$ cat src/design/tpp_pkg.sv
// package: mode codes, field positions and reset values of the timer pair
package tpp_pkg;
  localparam logic [1:0] MODE_TWO8 = 2'h0;
  localparam logic [1:0] MODE_CASC16 = 2'h1;
  localparam logic [1:0] MODE_PULSE = 2'h2;
  localparam logic [1:0] MODE_PWM = 2'h3;
  localparam int MODE_HI = 7;
  localparam int MODE_LO = 6;
  localparam int PER_HI = 5;
  localparam int PER_LO = 4;
  localparam int UCLK_HI = 3;
  localparam int UCLK_LO = 2;
  localparam int LCLK_HI = 1;
  localparam int LCLK_LO = 0;
  localparam logic [1:0] PER_6 = 2'h1;
  localparam logic [1:0] PER_7 = 2'h2;
  localparam logic [1:0] PER_8 = 2'h3;
  localparam logic [1:0] FFC_CLEAR = 2'h2;
  localparam logic [1:0] FFC_SET = 2'h1;
  localparam logic [1:0] FFC_INVERT = 2'h0;
  localparam logic [7:0] MODE_RST = 8'h00;
  localparam logic [7:0] CMP_RST = 8'h00;
  localparam logic [7:0] COUNT_RST = 8'h00;
  localparam logic FF_RST = 1'b0;
  localparam logic [7:0] PWM_TOP_6 = 8'h3f;
  localparam logic [7:0] PWM_TOP_7 = 8'h7f;
  localparam logic [7:0] PWM_TOP_8 = 8'hff;
endpackage

$ cat src/design/tpp_counter.sv
// one 8-bit up counter with run control, tick input and clear request
`timescale 1ns/10ps
`default_nettype none
module tpp_counter (
  input wire logic clk,
  input wire logic reset,
  input wire logic run,
  input wire logic tick,
  input wire logic clr,
  output logic [7:0] count
);
  import tpp_pkg::*;
  logic [7:0] count_r;
  logic [7:0] count_nxt;

  // a stopped counter sits at zero so restart begins cleanly
  always_comb begin
    count_nxt = count_r;
    if (!run) begin
      count_nxt = COUNT_RST;
    end else if (tick) begin
      count_nxt = clr ? COUNT_RST : 8'(count_r + 8'h01);
    end
  end

  always_ff @(posedge clk) begin
    if (reset) begin
      count_r <= COUNT_RST;
    end else begin
      count_r <= count_nxt;
    end
  end

  assign count = count_r;
endmodule
`default_nettype wire

$ cat src/design/tpp_top.sv
// timer pair with pulse, pwm and plain 8-bit timer output modes
`timescale 1ns/10ps
`default_nettype none
module tpp_top (
  input wire logic CLK,
  input wire logic RESET,
  input wire logic [7:0] MODE,
  input wire logic LOWER_RUN,
  input wire logic UPPER_RUN,
  input wire logic EXT_CLK_IN,
  input wire logic TAP_FINE,
  input wire logic TAP_MID,
  input wire logic TAP_COARSE,
  input wire logic TAP_SLOW,
  input wire logic [7:0] LOWER_CMP_WDATA,
  input wire logic LOWER_CMP_WE,
  input wire logic [7:0] UPPER_CMP_WDATA,
  input wire logic UPPER_CMP_WE,
  input wire logic [1:0] FF_CTRL_CODE,
  input wire logic FF_CTRL_WE,
  input wire logic TOGGLE_EN,
  input wire logic DBUF_EN,
  input wire logic FF_SRC_UPPER,
  output logic TIMER_OUT_PIN,
  output logic [7:0] LOWER_COUNT,
  output logic [7:0] UPPER_COUNT,
  output logic [7:0] LOWER_COMPARE,
  output logic LOWER_MATCH,
  output logic UPPER_MATCH
);
  import tpp_pkg::*;

  // external clock pin is asynchronous: two stages before use
  logic ext_s1_r;
  logic ext_s2_r;
  logic ext_s3_r;
  logic ext_tick;
  always_ff @(posedge CLK) begin
    if (RESET) begin
      ext_s1_r <= 1'b0;
      ext_s2_r <= 1'b0;
      ext_s3_r <= 1'b0;
    end else begin
      ext_s1_r <= EXT_CLK_IN;
      ext_s2_r <= ext_s1_r;
      ext_s3_r <= ext_s2_r;
    end
  end
  assign ext_tick = ext_s2_r & ~ext_s3_r;

  logic [1:0] mode;
  logic [1:0] per_sel;
  logic pulse_mode;
  logic pwm_mode;
  assign mode = MODE[MODE_HI:MODE_LO];
  assign per_sel = MODE[PER_HI:PER_LO];
  assign pulse_mode = (mode == MODE_PULSE);
  assign pwm_mode = (mode == MODE_PWM);

  logic [7:0] lcount;
  logic [7:0] ucount;
  logic [7:0] lcmp_r;
  logic [7:0] lcmp_nxt;
  logic [7:0] lbuf_r;
  logic [7:0] lbuf_nxt;
  logic [7:0] ucmp_r;
  logic [7:0] ucmp_nxt;
  logic ltick;
  logic utick;
  logic lmatch;
  logic umatch;
  logic pwm_ovf;
  logic [7:0] pwm_top;
  logic lclr;
  logic uclr;
  logic urun;
  logic lmatch_ev;
  logic [7:0] lnext;

  // lower counter clock: external, finest, mid or coarse tap
  always_comb begin
    unique case (MODE[LCLK_HI:LCLK_LO])
      2'h0: ltick = ext_tick;
      2'h1: ltick = TAP_FINE;
      2'h2: ltick = TAP_MID;
      2'h3: ltick = TAP_COARSE;
    endcase
  end

  // upper counter clock; lower match cascades only in split timer mode
  always_comb begin
    unique case (MODE[UCLK_HI:UCLK_LO])
      2'h0: utick = (mode == MODE_TWO8) ? lmatch_ev : 1'b0;
      2'h1: utick = TAP_FINE;
      2'h2: utick = TAP_COARSE;
      2'h3: utick = TAP_SLOW;
    endcase
  end

  // pwm top is 2^n-1 with n from the period field
  always_comb begin
    unique case (per_sel)
      PER_6: pwm_top = PWM_TOP_6;
      PER_7: pwm_top = PWM_TOP_7;
      PER_8: pwm_top = PWM_TOP_8;
      default: pwm_top = PWM_TOP_8;
    endcase
  end

  // compare against the value the count is about to reach, so a register of
  // n spans n ticks and the pwm period is 2^n-1 ticks rather than 2^n
  assign lnext = 8'(lcount + 8'h01);
  assign lmatch = (lnext == lcmp_r);
  assign umatch = (lnext == ucmp_r);
  assign lmatch_ev = ltick & lmatch;
  assign pwm_ovf = pwm_mode & ltick & (lnext == pwm_top);

  // lower counter clear: compare match in timer mode, period end otherwise
  always_comb begin
    if (pwm_mode) begin
      lclr = pwm_ovf;
    end else if (pulse_mode) begin
      lclr = umatch;
    end else begin
      lclr = lmatch;
    end
  end

  // upper counter is held at zero in pulse and cascade modes, free in pwm
  assign urun = UPPER_RUN & ~pulse_mode & (mode != MODE_CASC16);
  assign uclr = (8'(ucount + 8'h01) == ucmp_r);

  tpp_counter u_lower (
    .clk(CLK),
    .reset(RESET),
    .run(LOWER_RUN),
    .tick(ltick),
    .clr(lclr),
    .count(lcount)
  );

  tpp_counter u_upper (
    .clk(CLK),
    .reset(RESET),
    .run(urun),
    .tick(utick),
    .clr(uclr),
    .count(ucount)
  );

  // compare registers with double buffer on the lower one
  logic dbuf_load;
  assign dbuf_load = DBUF_EN & ((pulse_mode & ltick & umatch) | pwm_ovf);
  always_comb begin
    lbuf_nxt = LOWER_CMP_WE ? LOWER_CMP_WDATA : lbuf_r;
    ucmp_nxt = UPPER_CMP_WE ? UPPER_CMP_WDATA : ucmp_r;
    lcmp_nxt = lcmp_r;
    if (!DBUF_EN && LOWER_CMP_WE) begin
      lcmp_nxt = LOWER_CMP_WDATA;
    end else if (dbuf_load) begin
      lcmp_nxt = lbuf_r; // a write in the same cycle lands at the next load
    end
  end

  always_ff @(posedge CLK) begin
    if (RESET) begin
      lcmp_r <= CMP_RST;
      lbuf_r <= CMP_RST;
      ucmp_r <= CMP_RST;
    end else begin
      lcmp_r <= lcmp_nxt;
      lbuf_r <= lbuf_nxt;
      ucmp_r <= ucmp_nxt;
    end
  end

  // output flip-flop: software code first, then toggle events
  logic ff_r;
  logic ff_nxt;
  logic toggle_ev;
  always_comb begin
    if (pulse_mode) begin
      toggle_ev = ltick & LOWER_RUN & (lmatch | umatch);
    end else if (pwm_mode) begin
      toggle_ev = (lmatch_ev & LOWER_RUN) | pwm_ovf;
    end else if (mode == MODE_CASC16) begin
      toggle_ev = ltick & LOWER_RUN & lmatch & uclr;
    end else begin
      toggle_ev = FF_SRC_UPPER ? (utick & urun & uclr) : (lmatch_ev & LOWER_RUN);
    end
  end
  always_comb begin
    ff_nxt = ff_r;
    if (FF_CTRL_WE && FF_CTRL_CODE == FFC_CLEAR) begin
      ff_nxt = 1'b0;
    end else if (FF_CTRL_WE && FF_CTRL_CODE == FFC_SET) begin
      ff_nxt = 1'b1;
    end else if ((FF_CTRL_WE && FF_CTRL_CODE == FFC_INVERT) || (TOGGLE_EN && toggle_ev)) begin
      ff_nxt = ~ff_r;
    end
  end

  always_ff @(posedge CLK) begin
    if (RESET) begin
      ff_r <= FF_RST;
      LOWER_MATCH <= 1'b0;
      UPPER_MATCH <= 1'b0;
      LOWER_COUNT <= COUNT_RST;
      UPPER_COUNT <= COUNT_RST;
      LOWER_COMPARE <= CMP_RST;
    end else begin
      ff_r <= ff_nxt;
      LOWER_MATCH <= lmatch_ev & LOWER_RUN;
      UPPER_MATCH <= utick & urun & uclr;
      LOWER_COUNT <= lcount;
      UPPER_COUNT <= ucount;
      LOWER_COMPARE <= lcmp_r;
    end
  end
  assign TIMER_OUT_PIN = ff_r;

  property p_pwm_wrap;
    @(posedge CLK) disable iff (RESET) (pwm_ovf && LOWER_RUN) |=> (lcount == 8'h00);
  endproperty
  a_pwm_wrap: assert property (p_pwm_wrap) else $error("pwm counter did not wrap");
  property p_pwm_top_bound;
    @(posedge CLK) disable iff (RESET)
      (pwm_mode && $stable(MODE) && LOWER_RUN && $past(pwm_mode)) |-> (lcount < pwm_top);
  endproperty
  a_pwm_top_bound: assert property (p_pwm_top_bound) else $error("pwm count past top");
  property p_ff_toggle;
    @(posedge CLK) disable iff (RESET)
      (pulse_mode && TOGGLE_EN && toggle_ev && !FF_CTRL_WE) |=> (ff_r != $past(ff_r));
  endproperty
  a_ff_toggle: assert property (p_ff_toggle) else $error("output did not toggle");
  property p_ff_clear;
    @(posedge CLK) disable iff (RESET) (FF_CTRL_WE && FF_CTRL_CODE == FFC_CLEAR) |=> !ff_r;
  endproperty
  a_ff_clear: assert property (p_ff_clear) else $error("clear code failed");
  property p_ff_set;
    @(posedge CLK) disable iff (RESET) (FF_CTRL_WE && FF_CTRL_CODE == FFC_SET) |=> ff_r;
  endproperty
  a_ff_set: assert property (p_ff_set) else $error("set code failed");
  property p_stop_zero;
    @(posedge CLK) disable iff (RESET) !LOWER_RUN |=> (lcount == 8'h00);
  endproperty
  a_stop_zero: assert property (p_stop_zero) else $error("stopped counter not zero");
  property p_dbuf_pwm;
    @(posedge CLK) disable iff (RESET) (pwm_ovf && DBUF_EN) |=> (lcmp_r == $past(lbuf_r));
  endproperty
  a_dbuf_pwm: assert property (p_dbuf_pwm) else $error("no buffer load at overflow");
  property p_dbuf_pulse;
    @(posedge CLK) disable iff (RESET)
      (pulse_mode && ltick && umatch && DBUF_EN) |=> (lcmp_r == $past(lbuf_r));
  endproperty
  a_dbuf_pulse: assert property (p_dbuf_pulse) else $error("no load at period end");
  property p_pulse_restart;
    @(posedge CLK) disable iff (RESET)
      (pulse_mode && LOWER_RUN && ltick && umatch) |=> (lcount == 8'h00);
  endproperty
  a_pulse_restart: assert property (p_pulse_restart) else $error("no period restart");
  property p_upper_idle;
    @(posedge CLK) disable iff (RESET) pulse_mode ##1 pulse_mode |-> (ucount == 8'h00);
  endproperty
  a_upper_idle: assert property (p_upper_idle) else $error("upper counter moved");
  // with toggling off only a control write may move the output
  property p_toggle_gate;
    @(posedge CLK) disable iff (RESET) (!TOGGLE_EN && !FF_CTRL_WE) |=> $stable(ff_r);
  endproperty
  a_toggle_gate: assert property (p_toggle_gate) else $error("toggled while off");
endmodule
`default_nettype wire

$ cat config.mk
export PLATFORM = sky130hd
export DESIGN_NAME = tpp_top
export DESIGN_NICKNAME = d
export VERILOG_FILES = /design/src/design/tpp_pkg.sv /design/src/design/tpp_counter.sv /design/src/design/tpp_top.sv
export SDC_FILE = /design/constraint.sdc
export NUM_CORES = 1
export LEC_CHECK = 0
export BUFFER_PORTS_ARGS = -buffer_cell sky130_fd_sc_hd__buf_2
export CORE_MARGIN = 10
export CORE_UTILIZATION = 30
export CTS_CLUSTER_SIZE = 25
export DETAILED_ROUTE_END_ITERATION = 10
export GPL_ROUTABILITY_DRIVEN = 0
export GPL_TIMING_DRIVEN = 0
export HOLD_SLACK_MARGIN = 0.06
export SLEW_MARGIN = 20
export SYNTH_ARGS = -nofsm -noshare
export SYNTH_HDL_FRONTEND = slang
export SYNTH_HIERARCHICAL = 1
export SYNTH_SLANG_ARGS = --single-unit
$ cat constraint.sdc
create_clock -name CLK -period 3.4 [get_ports CLK]
set_input_delay 0.68 -clock CLK [delete_from_list [all_inputs] [get_ports CLK]]
set_output_delay 0.68 -clock CLK [all_outputs]
set_load 0.02 [all_outputs]
== Yosys cells after proc, flatten, opt, wreduce, memory -nomap -nowiden ==
Cells that the tools add are included.
Operators by class
  $add $sub $neg: 2
  multiply operators: 0
  div/mod/pow operators: 0
  $lt $le $gt $ge: 0
  equality and inequality tests: 18
  shifts and indexed selects: 0
  multiplexer cells: 16
  bitwise gates (word level): 24
  reduce and logical (&&, ||, !) cells: 16
Operators by type and width (number)
  $eq A8 B8 Y1: 4
  $mux W8: 4
  $add A8 B1 Y8 const B: 2
  $and A1 B1 Y1: 16
  $eq A2 B2 Y1 const B: 8
  $pmux W8 S2: 1
  $eq A2 B1 Y1 const B: 5
  $mux W1: 9
  $logic_not A2 Y1: 4
  $pmux W1 S4: 2
  $reduce_or A2 Y1: 3
  $logic_and A1 B1 Y1: 5
  $not A1 Y1: 5
  $reduce_bool A2 Y1: 2
  $or A1 B1 Y1: 3
  $ne A2 B1 Y1 const B: 1
  $logic_not A1 Y1: 1
  $logic_or A1 B1 Y1: 1
Word-level totals
  register bits: 70
  bits in latches: 0
  memory bits (writable): 0
  memory bits (read-only): 0
  input port bits: 41
  output and inout bits: 27
  memories kept: 0

== Logic depth before layout (Yosys ltp) ==
  word-level depth: 16
  mapped depth: 10

== Modules after synthesis ==
Netlist, hierarchy kept.
By module, submodules not included
  tpp_top: instances 1, cells each 309, area each 2877.8 um2, sequential area each 1081.0 um2
  tpp_counter: instances 2, cells each 39, area each 355.3 um2, sequential area each 160.2 um2

== Worst setup path after synthesis ==
Ideal clock, no wire load.
  kind: input-to-reg
  start point: in MODE[6]
  end point: reg u_upper.count_r[5] (netlist: u_upper/count[5])
  arrival: 2651 ps
  required time: 3330 ps
  path slack: 680 ps
  cell stages on the path: 9
  path buffers: 1
  cell sequence: or4_1 > a221oi_1 > a21boi_1 > nand4b_1 > o21ai_0 > buf_4 > nand4_2 > or3_1 > a21oi_1
On the way
  elaborated cells on any way between the ends: 10
  those cells by class: eq/ne (2); mux (2); bitwise (4); reduce/logical (2)
RTL lines
  start, declared: line tpp_top.sv:7  | input wire logic [7:0] MODE,
  $logic_not A2 Y1: line tpp_top.sv:93  | 2'h0: utick = (mode == MODE_TWO8) ? lmatch_ev : 1'b0;
  $mux W1: line tpp_top.sv:93
  $pmux W1 S4: line tpp_top.sv:92  | unique case (MODE[UCLK_HI:UCLK_LO])
  net utick: line tpp_top.sv:69  | logic utick;
  end signal, assigned: line tpp_counter.sv:30  | count_r <= count_nxt;
  end, declared: line tpp_counter.sv:13  | logic [7:0] count_r;
The timed path passes the listed nets, and every way through them passes these cells.
A chain may end at the register's enable or synchronous reset.

== Worst setup path in the final report ==
  start point: reg u_lower.count_r[0] (netlist: u_lower/count[0])
  end point: reg u_upper.count_r[5] (netlist: u_upper/count[5])
On the way
  cells in the longest elaborated chain, start to end: 5
RTL lines
  start, declared: line tpp_counter.sv:13
  start signal, assigned: line tpp_counter.sv:30
  $add A8 B1 Y8: line tpp_top.sv:112  | assign lnext = 8'(lcount + 8'h01);
  $eq A8 B8 Y1: line tpp_top.sv:113  | assign lmatch = (lnext == lcmp_r);
  $and A1 B1 Y1: line tpp_top.sv:115  | assign lmatch_ev = ltick & lmatch;
  $mux W1: line tpp_top.sv:93
  $pmux W1 S4: line tpp_top.sv:92
  net utick: line tpp_top.sv:69
The timed path passes the listed nets, and every way through them passes these cells.

==> run_results.csv <==
group,metric,value,unit
critical_path,worstReg2RegEnd,"u_upper/count[5]",
critical_path,reg2reg_setup_slack,380,ps
timing,timing.final.setup_violations,0,
logic_synthesis,synth_simple_gate_area_share,0.2469,
worst_hold_path,worstHoldEndpoint,"ext_s2_r",
logic_synthesis,ys_async_sr_fraction,0,
worst_hold_path,hold_path.startpoint,"ext_s1_r",
power_and_ir_drop,power_density,484.8,nW/um2
layout,diodes,0,
layout,postLayoutCoreUtil,0.3831,
timing,tightestPinTransition,600.1,ps
logic_synthesis,synthMuxAreaShare,0.07810,
timing,finClkSkew,6.333,ps
layout,synthToLayoutAreaGrowth,23.47,%
timing,timing.final.max_slew_violations,0,
global_route,grt_pass1_vias,3107,
clock_tree,htreeDepth,3,
global_route,overflow,0,
run,maxCapViolCount,0,
critical_path,required_time_reported_for_the_critical_path_endpoint,3660,ps
power_and_ir_drop,fin_total_pwr,0.002148,W
logic_synthesis,synth.lib_cells_used.distinct,68,
logic_synthesis,synth_fa_ha_area_frac,0.02092,
detailed_routing,detailedRoute.firstIterationViolations,161,
clock_tree,clock_tree.root_cell,"clkbuf_16",
floorplanning,row_count,39,
timing,achievable-frequency,330.7,MHz
timing,finalSetupTns,0,ps
critical_path,timing.critical_path.slowest_stage_cell,"dfxtp_1",
critical_path,path_class,"reg2reg",
critical_path,worstPathArrival,3280,ps
power_and_ir_drop,power_leakage,1.895,nW
critical_path,start_kind,"register",
place,post-dp-hpwl,7519,um
detailed_routing,final_wirelength,9564,um
clock_tree,ctsLongestPathBuffers,2,
critical_path,critical_path.top_delay_family,"simple AND/OR/NAND/NOR gates",
detailed_routing,drtPass1Iterations,5,
critical_path,critical_path.reg2reg.startpoint,"u_lower/count[0]",
detailed_routing,route.detailed.drc,0,
detailed_routing,route.detailed.vias_per_inst,5.049,
detailed_routing,postRouteAntennaNets,0,
layout,final_layout_size_suffix_gt1_frac,0.2270,
logic_synthesis,yosys.area_share.xor_xnor,0.08717,
floorplanning,floorplan.die.height,129.4,um
timing,layout_worst_path_cycle_share,0.8895,
clock_tree,cts-buffers-inserted,9,
logic_synthesis,synth_area_per_cell,9.272,um2
logic_synthesis,gate_count_of_the_mapped_netlist,387,
power_and_ir_drop,vdd.ir_drop.worst,0.0002466,V
clock_tree,insertion_delay,330,ps
floorplanning,die_w,129.4,um
clock_tree,post-cts-setup-buffer-count,0,
floorplanning,core,11560,um2
global_route,grt_use_total,0.1158,
logic_synthesis,synth_nets,434,
floorplanning,initial_core_util,0.3103,
logic_synthesis,proportion_of_synthesized_chip_area_in_sequential_cells,0.3905,
critical_path,worstPathCellList,"ha_1, nand2_4, o211a_1, nor3_1, nand4b_1, o21ai_1, buf_4, nand4_2, or3_1, a21oi_1",
logic_synthesis,total_number_of_yosys_warnings,6,
place,numPortBuffers,65,
timing,final_critical_path_time_including_i_o_delays_and_setup,3024,ps
worst_hold_path,hold_path_depth,1,
worst_hold_path,hold_class,"reg2reg",
logic_synthesis,total_of_flip_flops_plus_latches_after_synthesis,70,
critical_path,critical_path_buf_inv_count,1,
critical_path,worstPathMaxFanout,9,
detailed_routing,via_count,3080,
critical_path,crit_path_max_incr_delay,560,ps
logic_synthesis,synthesis.area,3588,um2
layout,finish.net_count,510,
floorplanning,design.die.area,16740,um2
outcome,outcome,"finished, final reports clean",
critical_path,setup_crit_end_kind,"register",
timing,finalHoldViolations,0,
floorplanning,top_level_ports,68,
detailed_routing,wire_per_inst,15.68,um
clock_tree,clk_pin_slew,50,ps
global_route,grt_start_max_net_pins,12,
logic_synthesis,ys_flop_type,"dfxtp_1",
logic_synthesis,synth-edff-count,0,
logic_synthesis,synth_area_in_compound_gates,0.1363,
global_route,antenna_violations_before_repair,1,
timing,rsz_0062_raised_after_global_routing,"false",
clock_tree,cts_tree,"yes",
logic_synthesis,dominant_combinational_cell_family_by_area_after_synthesis,"simple AND/OR/NAND/NOR gates",
timing,maxSlewHeadroom,0.5999,
global_route,grt_first_pass_wirelength,15420,um
critical_path,worst_r2r_path_depth,10,
clock_tree,cts_sinks,70,
-- cell usage in the layout (no fill, tap or decap), types with 9 or more instances in the layout --
cell type / synthesis / routed
clkbuf_16: 0 / 9
nor3_1: 9 / 9
o21ai_0: 12 / 11
inv_1: 10 / 10
nor2_1: 47 / 47
nand2_1: 14 / 14
xor2_1: 15 / 15
nand4_1: 10 / 10
xnor2_1: 13 / 13
nor2b_1: 25 / 25
buf_2: 1 / 66
clkbuf_1: 9 / 10
a21oi_1: 14 / 14
mux2i_1: 28 / 28
dfxtp_1: 70 / 70
-- worst max-delay path by stage --
stage,from,endpoint,slack [ps],cells past startpoint
after floorplan,MODE[6],u_upper/count[5],680,9
after global placement,MODE[6],u_upper/count[5],280,10
after detailed placement,MODE[6],u_upper/count[7],200,10
after CTS,u_lower/count[0],u_upper/count[5],290,10
after global routing,u_lower/count[0],u_upper/count[5],60,10
final,u_lower/count[0],u_upper/count[5],380,10
-- cells in the mapped netlist (all sizes together), types with 2 or more instances --
| library cell | number | area, um2 |
|---|---|---|
| nor2 | 50 | 200.2 |
| nor3b | 3 | 22.52 |
| o21ai | 12 | 60.06 |
| nand3b | 4 | 30.03 |
| nor4 | 4 | 25.02 |
| a211oi | 9 | 77.57 |
| xnor3 | 3 | 67.56 |
| nand2b | 7 | 43.79 |
| nor3 | 9 | 45.04 |
| nor4b | 2 | 17.52 |
| buf | 7 | 62.56 |
| a31oi | 4 | 25.02 |
| xnor2 | 13 | 113.9 |
| nor2b | 25 | 156.4 |
| a311oi | 2 | 17.52 |
| and3 | 2 | 12.51 |
| a21o | 4 | 31.28 |
| xor2 | 15 | 131.4 |
| and3b | 2 | 18.77 |
| a21boi | 2 | 15.02 |
| mux2i | 28 | 280.3 |
| ha | 6 | 75.07 |
| or4b | 2 | 23.77 |
| o31ai | 3 | 27.52 |
| nand3 | 7 | 40.04 |
| dfxtp | 70 | 1401 |
| inv | 10 | 37.54 |
| nand4 | 12 | 87.58 |
| and2 | 2 | 13.77 |
| or3 | 7 | 43.79 |
| nand2 | 15 | 63.81 |
| a22oi | 2 | 28.78 |
| a21oi | 14 | 70.07 |
| clkbuf | 11 | 43.79 |
| o21bai | 2 | 15.01 |
-- power breakdown --
group | leakage, nW | internal [W] | total [W] | switching [W]
Combinational | 1.16 | 0.0000993 | 0.000217 | 0.000118
Clock | 0.166 | 0.000730 | 0.00106 | 0.000328
Sequential | 0.570 | 0.000848 | 0.000872 | 0.0000239
-- per-stage QoR --
step	cell area (um2)	hold WS [ps]	setup WS (ps)	cells
floorplan	3588	413.8	679.7	387
CTS	4431	446.8	291.3	610
detailed placement	4093	433.8	202.9	595
finish	4431	442.2	375.7	610
global route	4431	466.9	62.49	610
global placement	4093	423.0	277.7	595
-- flip-flops by register name (all words and copies together), names as in the netlist, 8 cells and up --
name,flops
LOWER_COMPARE,8
LOWER_COUNT,8
UPPER_COUNT,8
lbuf_r,8
lcmp_r,8
u_lower/count,8
u_upper/count,8
ucmp_r,8
-- per-layer routing --
layer	track usage	part of all wire	vias to the layer above
li1	-	-	1525
met1	0.1330	0.43	1468
met2	0.1899	0.47	73
met3	0.03997	0.077	14
met4	0.05485	0.019	0
met5	0	0	-
-- cells by family after synthesis --
| kind of cell | after synthesis |
|---|---|
| DFF | 70 |
| and+or+nand+nor | 158 |
| buffers and inverters | 28 |
| xor gates and xnor gates | 31 |
| adders and majority gates | 6 |
| AOI/OAI and AO/OA | 66 |
| muxes | 28 |
-- layout make-up --
class                      count  area [um2]
inverter                      10       37.54
fill                        1177        7134
sequential                    70        1401
clock buffer                  11       242.7
clock inverter                 4       95.09
multi-input combinational    289        2043
tap                          143       178.9
buffer                        18       106.4
timing repair buffer          65       325.3
-- worst register-to-register path, stage by stage (launching register included) --
cell	delay, ps
dfxtp_1	560
ha_1	390
nand2_4	110
o211a_1	240
nor3_1	390
nand4b_1	140
o21ai_1	230
buf_4	210
nand4_2	140
or3_1	390
a21oi_1	160
-- what timing repair did --
| item | in CTS | in global routing |
|---|---|---|
| resized for setup | 0 | 1 |
| setup endpoints to repair | 0 | 2 |
| hold buffers | 0 | 0 |
(Power assumes the default switching activity.)
